===== src/logic/sbc_params.svh =====
// Constants of the serial boot checksum and password checker
`ifndef SBC_PARAMS_SVH
`define SBC_PARAMS_SVH
`define SBC_ERR_BAUD   8'h62
`define SBC_ERR_CMD    8'h63
`define SBC_ERR_FRAME  8'hA1
`define SBC_ERR_OVRUN  8'hA3
`define SBC_ERR_REPEAT 2'h3
`define SBC_MARK       8'h3A
`define SBC_REC_DATA   8'h00
`define SBC_REC_END    8'h01
`define SBC_REC_EXT    8'h02
`define SBC_EXT_LEN    8'h02
`define SBC_END_LEN    8'h00
`define SBC_EXT_LIMIT  16'h1000
`define SBC_PW_LO      16'hE000
`define SBC_PW_HI      16'hFF9F
`define SBC_VEC_BASE   17'h0FFA0
`define SBC_BLANK_LO   16'hFFE0
`define SBC_FLASH_LO   16'hE000
`define SBC_FLASH_HI   16'hFFFF
`define SBC_PW_MIN     8'h08
`define SBC_FIFO_W     8
`define SBC_FIFO_D     32
`endif


===== src/logic/sbc_pkg.sv =====
// Types of the serial boot checksum and password checker
package sbc_pkg;
    typedef enum logic [1:0] {
        SBC_MODE_FLASH = 2'b00,
        SBC_MODE_RAM   = 2'b01,
        SBC_MODE_SUM   = 2'b10
    } sbc_mode_e;
    typedef enum logic [4:0] {
        ST_IDLE  = 5'b00000, ST_BLK_RD = 5'b00001, ST_BLK_CHK = 5'b00010,
        ST_LOC   = 5'b00011, ST_CNT_RD = 5'b00100, ST_CNT_CHK = 5'b00101,
        ST_PW_RX = 5'b00110, ST_PW_RD  = 5'b00111, ST_PW_CHK  = 5'b01000,
        ST_HX_MK = 5'b01001, ST_HX_LEN = 5'b01010, ST_HX_AH   = 5'b01011,
        ST_HX_AL = 5'b01100, ST_HX_TY  = 5'b01101, ST_HX_DAT  = 5'b01110,
        ST_HX_CK = 5'b01111, ST_SUM_RD = 5'b10000, ST_SUM_ADD = 5'b10001,
        ST_TX_SUM = 5'b10010, ST_TX_ERR = 5'b10011, ST_HALT   = 5'b10100,
        ST_DONE  = 5'b10101
    } sbc_state_e;
endpackage


===== src/logic/sbc_boot.sv =====
// Serial boot record parser, password check, checksum and reply FIFO
`timescale 1ns/1ps
`include "sbc_params.svh"

////////////////////////////////////////////////////////////////////////////
// Reply FIFO; reader can stall, so the writer sees honest back-pressure
module sbc_fifo #(
    parameter int W = 8,
    parameter int D = 32
) (
    input  wire logic         core_clk,  // System clock
    input  wire logic         nrst,      // Sync reset, active low
    input  wire logic         in_valid,  // Write request
    output logic              in_ready,  // Room left
    input  wire logic [W-1:0] in_data,   // Write data
    output logic              out_valid, // Data available
    input  wire logic         out_ready, // Reader takes
    output logic      [W-1:0] out_data   // Head word
);
    localparam int AW = $clog2(D);
    logic [W-1:0]  mem_q [D];
    logic [AW-1:0] wp_q;
    logic [AW-1:0] rp_q;
    logic [AW:0]   cnt_q;
    logic          wr_en;
    logic          rd_en;

    // Handshakes
    assign in_ready  = (cnt_q != D[AW:0]);
    assign out_valid = (cnt_q != '0);
    assign wr_en     = in_valid && in_ready;
    assign rd_en     = out_valid && out_ready;
    assign out_data  = mem_q[rp_q];

    // Storage
    always_ff @(posedge core_clk) begin
        if (wr_en) begin
            mem_q[wp_q] <= in_data;
        end
    end

    // Pointers and fill level
    always_ff @(posedge core_clk) begin
        if (!nrst) begin
            wp_q  <= '0;
            rp_q  <= '0;
            cnt_q <= '0;
        end else begin
            if (wr_en) begin
                wp_q <= (wp_q == AW'(D - 1)) ? '0 : wp_q + 1'b1;
            end
            if (rd_en) begin
                rp_q <= (rp_q == AW'(D - 1)) ? '0 : rp_q + 1'b1;
            end
            cnt_q <= cnt_q + {{AW{1'b0}}, wr_en} - {{AW{1'b0}}, rd_en};
        end
    end
endmodule

////////////////////////////////////////////////////////////////////////////
module sbc_boot
    import sbc_pkg::*;
(
    input  wire logic        core_clk,      // System clock, 50 MHz
    input  wire logic        nrst,          // Sync reset, active low
    input  wire logic        start_i,       // Begin session, pulse
    input  wire logic [1:0]  mode_i,        // Session mode at start
    input  wire logic        baud_err_i,    // Bad baud-rate change, pulse
    input  wire logic        cmd_err_i,     // Unknown command, pulse
    input  wire logic        rx_valid_i,    // Received byte strobe
    input  wire logic [7:0]  rx_data_i,     // Received byte
    input  wire logic        rx_frame_err_i, // Framing error, pulse
    input  wire logic        rx_overrun_i,  // Overrun, pulse
    output logic             tx_valid,      // Reply byte ready
    input  wire logic        tx_ready,      // Transmitter takes byte
    output logic      [7:0]  tx_data,       // Reply byte
    output logic             mem_rd,        // Flash read request
    output logic      [15:0] mem_addr,      // Flash read address
    input  wire logic [7:0]  mem_rdata,     // Flash data, next cycle
    output logic             wr_valid,      // Data byte write pulse
    output logic             wr_ram,        // Write targets RAM
    output logic      [15:0] wr_addr,       // Write address
    output logic      [7:0]  wr_data,       // Write data
    output logic      [15:0] checksum_word, // Last checksum
    output logic             halted,        // Session stopped
    output logic             pw_error,      // Password error seen
    output logic             fmt_error,     // Record or receive error
    output logic             done           // Both checksum bytes queued in FIFO
);
    sbc_state_e  st_q;
    sbc_mode_e   mode_q;
    logic        blank_q, ext_big_q, pw_err_q, fmt_err_q, wr_valid_q, wr_ram_q;
    logic [7:0]  idx_q, cnt_q, len_q, rtype_q, rsum_q, rxb_q, p1_q, p2_q;
    logic [7:0]  err_code_q, wr_data_q;
    logic [1:0]  err_cnt_q;
    logic        tx_hi_q;
    logic [15:0] loc_q, cmp_q, addr_q, raddr_q, ext_q, sum_q, wr_addr_q;
    logic        rx_err, rx_ok, hex_ph, live, loud_ev, silent_ev;
    logic [7:0]  ev_code;
    logic        push_valid, push_ready;
    logic [7:0]  push_data;

    // Modulo 65536 byte add
    function automatic logic [15:0] add16(input logic [15:0] a, input logic [7:0] b);
        add16 = a + {8'h00, b};
    endfunction

    // Address inside the password area
    function automatic logic in_pw(input logic [15:0] a);
        in_pw = (a >= `SBC_PW_LO) && (a <= `SBC_PW_HI);
    endfunction

    ////////////////////////////////////////////////////////////////////////
    // Event classification; loud errors win over a byte in the same cycle
    assign rx_err = rx_frame_err_i | rx_overrun_i;
    assign hex_ph = (st_q >= ST_HX_MK) && (st_q <= ST_HX_CK);
    assign live   = (st_q != ST_TX_ERR) && (st_q != ST_HALT) && (st_q != ST_DONE);
    assign rx_ok  = rx_valid_i && !rx_err && !baud_err_i && !cmd_err_i;
    assign loud_ev = live && (baud_err_i || cmd_err_i
                     || (rx_err && !hex_ph && st_q != ST_IDLE));
    assign silent_ev = hex_ph && rx_err && !baud_err_i && !cmd_err_i;
    always_comb begin
        if (baud_err_i) begin
            ev_code = `SBC_ERR_BAUD;
        end else if (cmd_err_i) begin
            ev_code = `SBC_ERR_CMD;
        end else if (rx_frame_err_i) begin
            ev_code = `SBC_ERR_FRAME;
        end else begin
            ev_code = `SBC_ERR_OVRUN;
        end
    end

    // Reply pushes; FIFO full stalls the sending states
    assign push_valid = (st_q == ST_TX_ERR) || (st_q == ST_TX_SUM);
    assign push_data  = (st_q == ST_TX_ERR) ? err_code_q
                      : (tx_hi_q ? sum_q[15:8] : sum_q[7:0]);

    sbc_fifo #(.W(`SBC_FIFO_W), .D(`SBC_FIFO_D)) u_fifo (
        .core_clk  (core_clk),
        .nrst      (nrst),
        .in_valid  (push_valid),
        .in_ready  (push_ready),
        .in_data   (push_data),
        .out_valid (tx_valid),
        .out_ready (tx_ready),
        .out_data  (tx_data)
    );

    ////////////////////////////////////////////////////////////////////////
    // Session sequencer
    always_ff @(posedge core_clk) begin
        if (!nrst) begin
            st_q <= ST_IDLE;     mode_q <= SBC_MODE_FLASH; blank_q <= 1'b1;
            ext_big_q <= 1'b0;   pw_err_q <= 1'b0;         fmt_err_q <= 1'b0;
            idx_q <= 8'h00;      cnt_q <= 8'h00;           len_q <= 8'h00;
            rtype_q <= 8'h00;    rsum_q <= 8'h00;          rxb_q <= 8'h00;
            p1_q <= 8'h00;       p2_q <= 8'h00;            err_code_q <= 8'h00;
            err_cnt_q <= 2'h0;   tx_hi_q <= 1'b1;          loc_q <= 16'h0000;
            cmp_q <= 16'h0000;   addr_q <= 16'h0000;       raddr_q <= 16'h0000;
            ext_q <= 16'h0000;
        end else if (loud_ev) begin
            st_q       <= ST_TX_ERR;
            err_code_q <= ev_code;
            err_cnt_q  <= 2'h0;
        end else if (silent_ev) begin
            st_q      <= ST_HALT;
            fmt_err_q <= 1'b1;
        end else begin
            case (st_q)
                ST_IDLE: begin
                    if (start_i) begin
                        mode_q    <= sbc_mode_e'(mode_i);
                        blank_q   <= 1'b1;
                        ext_big_q <= 1'b0;
                        addr_q    <= `SBC_BLANK_LO;
                        idx_q     <= 8'h00;
                        tx_hi_q   <= 1'b1;
                        st_q      <= ST_BLK_RD;
                    end
                end
                ST_BLK_RD: st_q <= ST_BLK_CHK;
                ST_BLK_CHK: begin
                    // Any byte other than 00H or FFH marks a programmed part
                    if (mem_rdata != 8'h00 && mem_rdata != 8'hFF) begin
                        blank_q <= 1'b0;
                    end
                    addr_q <= addr_q + 16'h0001;
                    st_q   <= (addr_q == `SBC_FLASH_HI) ? ST_LOC : ST_BLK_RD;
                end
                ST_LOC: begin
                    // Both addresses come even for a blank part
                    if (rx_ok) begin
                        idx_q <= idx_q + 8'h01;
                        case (idx_q[1:0])
                            2'h0: loc_q[15:8] <= rx_data_i;
                            2'h1: loc_q[7:0]  <= rx_data_i;
                            2'h2: cmp_q[15:8] <= rx_data_i;
                            default: begin
                                cmp_q[7:0] <= rx_data_i;
                                idx_q      <= 8'h00;
                                if (!in_pw(loc_q) || !in_pw({cmp_q[15:8], rx_data_i})) begin
                                    pw_err_q <= 1'b1;
                                    st_q     <= ST_HALT;
                                end else if (blank_q) begin
                                    st_q <= ST_HX_MK;
                                end else begin
                                    addr_q <= loc_q;
                                    st_q   <= ST_CNT_RD;
                                end
                            end
                        endcase
                    end
                end
                ST_CNT_RD: st_q <= ST_CNT_CHK;
                ST_CNT_CHK: begin
                    cnt_q <= mem_rdata;
                    if (mem_rdata < `SBC_PW_MIN
                        || ({1'b0, cmp_q} + {9'h000, mem_rdata}) > `SBC_VEC_BASE) begin
                        pw_err_q <= 1'b1;
                        st_q     <= ST_HALT;
                    end else begin
                        st_q <= ST_PW_RX;
                    end
                end
                ST_PW_RX: begin
                    if (rx_ok) begin
                        rxb_q  <= rx_data_i;
                        addr_q <= cmp_q + {8'h00, idx_q};
                        st_q   <= ST_PW_RD;
                    end
                end
                ST_PW_RD: st_q <= ST_PW_CHK;
                ST_PW_CHK: begin
                    p1_q  <= mem_rdata;
                    p2_q  <= p1_q;
                    idx_q <= idx_q + 8'h01;
                    if (mem_rdata != rxb_q) begin
                        pw_err_q <= 1'b1;
                        st_q     <= ST_HALT;
                    end else if (idx_q >= 8'h02 && mem_rdata == p1_q && p1_q == p2_q) begin
                        pw_err_q <= 1'b1;
                        st_q     <= ST_HALT;
                    end else begin
                        st_q <= (idx_q + 8'h01 == cnt_q) ? ST_HX_MK : ST_PW_RX;
                    end
                end
                ST_HX_MK: begin
                    // Stray bytes between records are dropped
                    if (rx_ok && rx_data_i == `SBC_MARK) begin
                        rsum_q <= 8'h00;
                        st_q   <= ST_HX_LEN;
                    end
                end
                ST_HX_LEN: begin
                    if (rx_ok) begin
                        len_q  <= rx_data_i;
                        rsum_q <= rx_data_i;
                        st_q   <= ST_HX_AH;
                    end
                end
                ST_HX_AH: begin
                    if (rx_ok) begin
                        raddr_q[15:8] <= rx_data_i;
                        rsum_q        <= rsum_q + rx_data_i;
                        st_q          <= ST_HX_AL;
                    end
                end
                ST_HX_AL: begin
                    if (rx_ok) begin
                        raddr_q[7:0] <= rx_data_i;
                        rsum_q       <= rsum_q + rx_data_i;
                        st_q         <= ST_HX_TY;
                    end
                end
                ST_HX_TY: begin
                    if (rx_ok) begin
                        rtype_q <= rx_data_i;
                        rsum_q  <= rsum_q + rx_data_i;
                        idx_q   <= 8'h00;
                        if (rx_data_i > `SBC_REC_EXT
                            || (rx_data_i == `SBC_REC_EXT && len_q != `SBC_EXT_LEN)
                            || (rx_data_i == `SBC_REC_END && len_q != `SBC_END_LEN)
                            || (rx_data_i == `SBC_REC_DATA && ext_big_q)) begin
                            fmt_err_q <= 1'b1;
                            st_q      <= ST_HALT;
                        end else begin
                            st_q <= (len_q == 8'h00) ? ST_HX_CK : ST_HX_DAT;
                        end
                    end
                end
                ST_HX_DAT: begin
                    if (rx_ok) begin
                        rsum_q  <= rsum_q + rx_data_i;
                        raddr_q <= raddr_q + 16'h0001;
                        ext_q   <= {ext_q[7:0], rx_data_i};
                        idx_q   <= idx_q + 8'h01;
                        if (idx_q + 8'h01 == len_q) begin
                            st_q <= ST_HX_CK;
                        end
                    end
                end
                ST_HX_CK: begin
                    if (rx_ok) begin
                        if (rsum_q + rx_data_i != 8'h00) begin
                            fmt_err_q <= 1'b1;
                            st_q      <= ST_HALT;
                        end else if (rtype_q == `SBC_REC_END) begin
                            addr_q <= `SBC_FLASH_LO;
                            st_q   <= (mode_q == SBC_MODE_RAM) ? ST_TX_SUM : ST_SUM_RD;
                        end else begin
                            if (rtype_q == `SBC_REC_EXT) begin
                                ext_big_q <= (ext_q > `SBC_EXT_LIMIT);
                            end
                            st_q <= ST_HX_MK;
                        end
                    end
                end
                ST_SUM_RD: st_q <= ST_SUM_ADD;
                ST_SUM_ADD: begin
                    addr_q <= addr_q + 16'h0001;
                    st_q   <= (addr_q == `SBC_FLASH_HI) ? ST_TX_SUM : ST_SUM_RD;
                end
                ST_TX_SUM: begin
                    if (push_ready) begin
                        tx_hi_q <= 1'b0;
                        if (!tx_hi_q) begin
                            st_q <= ST_DONE;
                        end
                    end
                end
                ST_TX_ERR: begin
                    if (push_ready) begin
                        err_cnt_q <= err_cnt_q + 2'h1;
                        if (err_cnt_q == `SBC_ERR_REPEAT - 2'h1) begin
                            st_q <= ST_HALT;
                        end
                    end
                end
                ST_DONE: begin
                    if (start_i) begin
                        st_q <= ST_IDLE;
                    end
                end
                ST_HALT: st_q <= ST_HALT;
                default: st_q <= ST_HALT;
            endcase
        end
    end

    // Checksum word; RAM mode sums data record bytes, other modes sum the flash sweep after the end record
    always_ff @(posedge core_clk) begin
        if (!nrst) begin
            sum_q <= 16'h0000;
        end else if (st_q == ST_IDLE && start_i) begin
            sum_q <= 16'h0000;
        end else if (st_q == ST_SUM_ADD) begin
            sum_q <= add16(sum_q, mem_rdata);
        end else if (st_q == ST_HX_DAT && rx_ok && !loud_ev && mode_q == SBC_MODE_RAM
                     && rtype_q == `SBC_REC_DATA) begin
            sum_q <= add16(sum_q, rx_data_i);
        end
    end

    // Data byte write port, one pulse per data record byte
    always_ff @(posedge core_clk) begin
        if (!nrst) begin
            wr_valid_q <= 1'b0;
            wr_ram_q   <= 1'b0;
            wr_addr_q  <= 16'h0000;
            wr_data_q  <= 8'h00;
        end else begin
            wr_valid_q <= (st_q == ST_HX_DAT) && rx_ok && rtype_q == `SBC_REC_DATA;
            wr_ram_q   <= (mode_q == SBC_MODE_RAM);
            wr_addr_q  <= raddr_q;
            wr_data_q  <= rx_data_i;
        end
    end

    // Outputs
    assign mem_rd = (st_q == ST_BLK_RD) || (st_q == ST_CNT_RD)
                 || (st_q == ST_PW_RD) || (st_q == ST_SUM_RD);
    assign mem_addr      = addr_q;
    assign wr_valid      = wr_valid_q;
    assign wr_ram        = wr_ram_q;
    assign wr_addr       = wr_addr_q;
    assign wr_data       = wr_data_q;
    assign checksum_word = sum_q;
    assign halted        = (st_q == ST_HALT);
    assign pw_error      = pw_err_q;
    assign fmt_error     = fmt_err_q;
    assign done          = (st_q == ST_DONE);
endmodule


===== config.mk =====
export PLATFORM = sky130hd
export DESIGN_NAME = sbc_boot
export DESIGN_NICKNAME = d
export VERILOG_FILES = /design/src/logic/sbc_pkg.sv /design/src/logic/sbc_boot.sv
export VERILOG_INCLUDE_DIRS = /design/src /design/src/logic
export SDC_FILE = /design/constraint.sdc
export NUM_CORES = 1
export LEC_CHECK = 0
export BUFFER_PORTS_ARGS = -buffer_cell sky130_fd_sc_hd__buf_2
export CORE_UTILIZATION = 62
export CTS_CLUSTER_DIAMETER = 30
export DETAILED_ROUTE_END_ITERATION = 7
export GPL_TIMING_DRIVEN = 0
export PLACE_DENSITY_LB_ADDON = 0.3
export SLEW_MARGIN = 15
export SYNTH_ARGS = -nofsm -noshare
export SYNTH_HDL_FRONTEND = slang
export SYNTH_SLANG_ARGS = --single-unit

===== constraint.sdc =====
create_clock -name core_clk -period 4.5 [get_ports core_clk]
set_input_delay 0.675 -clock core_clk [delete_from_list [all_inputs] [get_ports core_clk]]
set_output_delay 0.675 -clock core_clk [all_outputs]
set_load 0.01 [all_outputs]

Word-level counts from Yosys, hierarchy flattened:

Memories as Yosys holds them, arrays and structs flattened. A register that Yosys moved wholly into a read port is not among the register bits.
Index checks and enable logic that the tools add are counted.

* add/sub/neg operators: 13
* $lt $le $gt $ge: 11
* equal/unequal tests: 108
* multiplexer cells: 93
* bitwise operators: 5
* reductions and logical operators: 99

Operators by type and width (number)
* 2-to-1 mux 16 bit: 12
* 2-to-1 mux 5 bit: 30
* one-hot mux 5 bit (21 select lines): 1
* 2-to-1 mux 8 bit: 12
* one-hot mux 16 bit (5 select lines): 1
* inequality test 4 bit (second input constant): 13
* AND reduction 17 bit: 3
* adder 16 x 8 -> 16 bit: 3
* inequality test 3 bit (second input constant): 16
* inequality test 2 bit (second input constant): 23
* equality test 5 x 4 -> 1 bit (second input constant): 8
* equality test 5 bit (second input constant): 8
* one-hot mux 8 bit (5 select lines): 1
* AND reduction 5 bit: 8
* adder 16 x 1 -> 16 bit (second input constant): 2
* equality test 8 bit: 4
* >= comparator 16 bit (second input constant): 2
* <= comparator 16 bit (second input constant): 2
* one-hot mux 8 bit (2 select lines): 2
* logical AND 1 bit: 29
* logical NOT 8 bit: 3
* one-hot mux 8 bit (3 select lines): 1
* nonzero test 8 bit: 3
* 2-to-1 mux 1 bit: 22
* 55 further kinds: 120

* register bits: 224
* RAM bits: 256
* input port bits: 27
* output and inout bits: 72
* word-level logic and storage cells: 365
* memories kept: 1

Memory list
* u_fifo.mem_q: words 32, width 8, read ports 1, clocked after memory_dff 1, wr ports 1, line sbc_boot.sv:21 `logic [W-1:0] mem_q [D];`

Longest topological paths before layout:

* depth in word-level cells: 13
* depth in mapped cells: 16
* mapped depth without buffers: 16

Modules after synthesis:

Synthesis repeated with hierarchy kept, for this count alone.

* cell total of the unflattened synthesis: 2177
* area total of the unflattened synthesis: 23217.3 sq um

Modules (own cells, without submodules)
* sbc_boot: times used 1, cells an instance 1551, area an instance 12130.4 sq um, sequential area each 4103.9 sq um
* sbc_fifo: times used 1, cells an instance 626, area an instance 11086.9 sq um, sequential area each 8107.8 sq um

Worst setup path after synthesis:

OpenSTA, ideal clock, no wires.

* path kind: reg2reg
* start: register st_q[2]
* end: register sum_q[12] (netlist: checksum_word[12])
* library setup time: 0.117 ns
* arrival time: 3.299 ns
* data required time: 4.383 ns
* slack: 1.084 ns
* stages on the path, launching flop included: 15
* buffers on the path: 1
* period minus slack after synthesis: 3.416 ns
* cell sequence: dfxtp_1 buf_2 or3b_2 nor2_4 mux2_2 ha_1 fa_1 a21o_1 a21oi_1 nor2b_1 o21ai_0 a211oi_2 nand3_1 xor2_1 nor2_1

* longest elaborated chain between the ends: 12
* elaborated cells between the ends (all ways): 26
* classes of those cells: 2 x order compare; 5 x eq/ne; 1 x mux; 18 x reduce/logical

RTL lines
* from (decl): line sbc_boot.sv:90 `sbc_state_e st_q;`
* from (signal assigned): line sbc_boot.sv:189 `` st_q <= (addr_q == `SBC_FLASH_HI) ? ST_LOC : ST_BLK_RD; ``
* from (signal assigned): line sbc_boot.sv:245 `st_q <= (idx_q + 8'h01 == cnt_q) ? ST_HX_MK : ST_PW_RX;`
* from (signal assigned): line sbc_boot.sv:288 `st_q <= (len_q == 8'h00) ? ST_HX_CK : ST_HX_DAT;`
* >= comparator 5 x 4 -> 1 bit or <= comparator 5 x 4 -> 1 bit (tied branches): line sbc_boot.sv:116 `assign hex_ph = (st_q >= ST_HX_MK) && (st_q <= ST_HX_CK);`
* logical AND 1 bit: line sbc_boot.sv:116
* logical NOT 1 bit: line sbc_boot.sv:120 `|| (rx_err && !hex_ph && st_q != ST_IDLE));`
* logical AND 1 bit (2 in a row): line sbc_boot.sv:120
* logical OR 1 bit: line sbc_boot.sv:120
* logical AND 1 bit: line sbc_boot.sv:119 `assign loud_ev = live && (baud_err_i || cmd_err_i`
* logical NOT 1 bit: line sbc_boot.sv:359 `end else if (st_q == ST_HX_DAT && rx_ok && !loud_ev && mode_q == SBC_MODE_RAM`
* logical AND 1 bit (2 in a row): line sbc_boot.sv:359
* logical AND 1 bit (no line)
* nonzero test 2 bit (no line)
* to (signal assigned): line sbc_boot.sv:358 `sum_q <= add16(sum_q, mem_rdata);`
* to (signal assigned): line sbc_boot.sv:361 `sum_q <= add16(sum_q, rx_data_i);`
* to (decl): line sbc_boot.sv:97 `logic [15:0] loc_q, cmp_q, addr_q, raddr_q, ext_q, sum_q, wr_addr_q;`

Several ways; a longest one is shown, not always the timed one.
A chain may end at the register's enable or synchronous reset.

==> flow_summary.ini <==
[die]
die_w_um = 194
die_y_um = 194
core_um2 = 35900
die-area_um2 = 37600
start_util_pct = 63.6
io-pin-count = 99
rows = 69

[power]
total_power_mw = 13.4
peakVddDrop_mv = 0.371
power.density_nw_per_um2 = 494
power_leakage_nw = 9.73

[sta]
max_freq_mhz = 231
finalHoldViolCount = 0
worst_pin_slew_ns = 1.09
skew_ns = 0.0389
fin_setup_tns_ns = 0
setup_viol = 0
slew_headroom_pct = 27.5
fin_hold_ws_ns = 0.355
fin_crit_ns = 4.32
maxSlewViolCount = 0
finalCritPeriodShare_pct = 96.0
rsz0062_at_grt = no

[worst_hold_path]
whs_path_depth = 3
hold_class = in -> reg

[cts]
cts_hold_buf = 0
cts_root_buffer = clkbuf_16
postCtsSetupBuffers = 0
clockBufferDepth = 3
cts.sinks = 482
htree_levels = 3
cts-resized-gates = 0
clkLatencyLatePin_ns = 0.63
cts_made_buffers = 91
clk_pin_slew_ns = 0.05
tritoncts = yes

[global_route]
grt.total_usage_pct = 36.7
grt_max_degree = 33
grt-ovfl-total = 0
antenna_found_initial = 2
grt_pass1_vias = 18100
grt_pass1_wl_mm = 105

[synth]
synth-async-reset-ratio_pct = 0
ys_seq_area_share_pct = 53.5
ys.flop_type = edfxtp_1
syn_nets = 2132
synthCells = 2045
ys_ff_latch = 482
syn_area_um2 = 22800
synth_edf_count = 256
ys_types = 96
yosys_warnings = 0
avgSynthCellArea_um2 = 11.2

[status]
status = complete, no violations

[cells_and_area]
instances_no_fill = 2781
stdcell_area_um2 = 27200
layout-drive-gt1-share_pct = 19.1
areaGrowthSynthToFinish_pct = 19.3
nets = 2327

[critical_path]
crit_arrival_ns = 3.65
cpPeakStageDelay_ns = 0.77
crit_path_cell_trace = buf_2 > buf_1 > mux4_2 > mux4_2 > mux2_2 > buf_2
required_ns = 3.83
reg2regPathDepth = 15
critical_path.slowest_cell = buf_1
start_kind = flop
critPathKind = reg -> out
critPathMaxFanout = 10
crit_path_end_kind = output pin

[drt]
vias = 18100
first_iter_violations = 1687
drt_drc_violations_left = 0
detail_route.wl_per_cell_um = 24.6
final_antenna_net_count = 0
finalWirelength_mm = 68.5
via_per_inst = 6.50
first_pass_iters = 5

[placement]
dp_hpwl_mm = 45.3
place.gp.congestion = 0.975
port_buffers = 97
dp.cells = 2608
placedInstanceArea_um2 = 24000

[job]
maxCapViolCount = 0
[power breakdown]
part	leakage [nW]	internal (mW)	switching (mW)	total (mW)
Sequential	4.21	4.70	0.0685	4.77
Combinational	3.99	0.665	0.981	1.65
Clock	1.53	4.59	2.44	7.04
[layout by cell type, fill, tap and decap left out, types with 19 or more instances in the layout]
cell type  netlist  routed
nand2_1        226     226
clkbuf_16        0      93
xor2_1          39      39
a21oi_1        172     172
mux2i_1         36      36
and2_1          31      31
nand3_1        103     103
edfxtp_1       256     256
nor4_1          19      19
inv_1           31      31
clkbuf_1        77      84
buf_2           26     123
nor2_1         187     184
o21ai_0         70      65
mux4_2          80      80
a22oi_1         23      23
xnor2_1         37      37
ha_1            55      55
nor3_1          32      31
or3_1           20      20
dfxtp_1        226     226
[per-stage QoR]
| step | setup slack, ns | utilization (%) |
|---|---|---|
| after CTS | 0.137 | 75.8 |
| after floorplan | 1.08 | - |
| after global routing | 0.0463 | 75.8 |
| after global placement | 0.0137 | 66.5 |
| after detailed placement | 0.611 | 66.9 |
| final | 0.179 | 75.9 |
[worst max-delay path: cells and delay by family, from the launching register on]
kind / cells / cell delay, ns
flops: 1 / 0.30
buf+inv: 3 / 1.20
mux: 3 / 1.53
[synthesized netlist by cell type, types with 9 or more instances]
library cell    n  area, um2
nor4_1         19        119
xnor2_1        37        324
nand3_1       103        515
nand4_1        16        100
buf_2          26        130
a221oi_1       13        114
o21a_1          9       67.6
dfxtp_1       226       4520
nand2b_1       16        100
and2_1         31        194
ha_1           55        688
edfxtp_1      256       7690
nand2_1       226        848
a22oi_1        23        173
nor3_1         32        160
a31oi_1        12       75.1
clkbuf_1       77        289
a21oi_1       172        861
and3_1         14       87.6
xor2_1         39        342
mux2_2         16        180
o21ai_0        70        350
mux2i_1        36        360
nor2_1        187        702
inv_1          31        116
buf_1          10       37.5
o31ai_1         9       67.6
or3_1          20        125
mux4_2         80       1800
nor2b_1        12       75.1
[area by class of cell]
| class | instances | area (um2) |
|---|---|---|
| Sequential cell | 482 | 12200 |
| Multi-Input combinational cell | 1410 | 10000 |
| Fill cell | 2350 | 8670 |
| Clock buffer | 105 | 2420 |
| Clock inverter | 67 | 796 |
| Tap cell | 461 | 577 |
| Timing Repair Buffer | 102 | 557 |
| Buffer | 119 | 508 |
| Inverter | 34 | 128 |
| Antenna cell | 1 | 2.50 |
[path summary, 6_finish.rpt]
path | from | to | slack, ns
worst min-delay path | mode_i[1] | mode_q[1] | 0.35
worst max register to register | st_q[0] | checksum_word[12] | 0.51
worst max-delay path | flop | tx_data[4] | 0.18
worst min register to register | ext_q[15] | ext_q[15] | 0.45
[sequential cells by signal, indices dropped and copies added (netlist names), 8 cells and up, named ones only]
signal / cells
u_fifo.mem_q: 256
checksum_word: 16
cmp_q: 16
ext_q: 16
loc_q: 16
mem_addr: 16
raddr_q: 16
wr_addr: 16
cnt_q: 8
idx_q: 8
len_q: 8
p1_q: 8
p2_q: 8
rsum_q: 8
rtype_q: 8
rxb_q: 8
wr_data: 8
[per-layer routing]
| metal | vias to the layer above | GRT usage [%] | part of all wire (%) | wire [um] |
|---|---|---|---|---|
| li1 | 8015 | - | - | - |
| met1 | 8808 | 43.2 | 36 | 24900 |
| met2 | 1007 | 62.4 | 50 | 34000 |
| met3 | 259 | 7.08 | 8.0 | 5480 |
| met4 | 0 | 22.1 | 5.9 | 4050 |
| met5 | - | 0 | 0 | 0 |
[logic make-up (layout without fill, tap and decap cells)]
group	count (synthesis)	in the layout	share of synthesized area (%)
xor gates and xnor gates	78	78	3.08
buffers and inverters	153	427	2.78
other	0	1	0
and+or+nand+nor	738	738	15.7
muxes	132	132	10.3
adders and majority gates	60	60	3.45
DFF	482	482	53.5
AOI/OAI and AO/OA	402	402	11.3
Note: power is estimated with default switching activity, not from simulation.
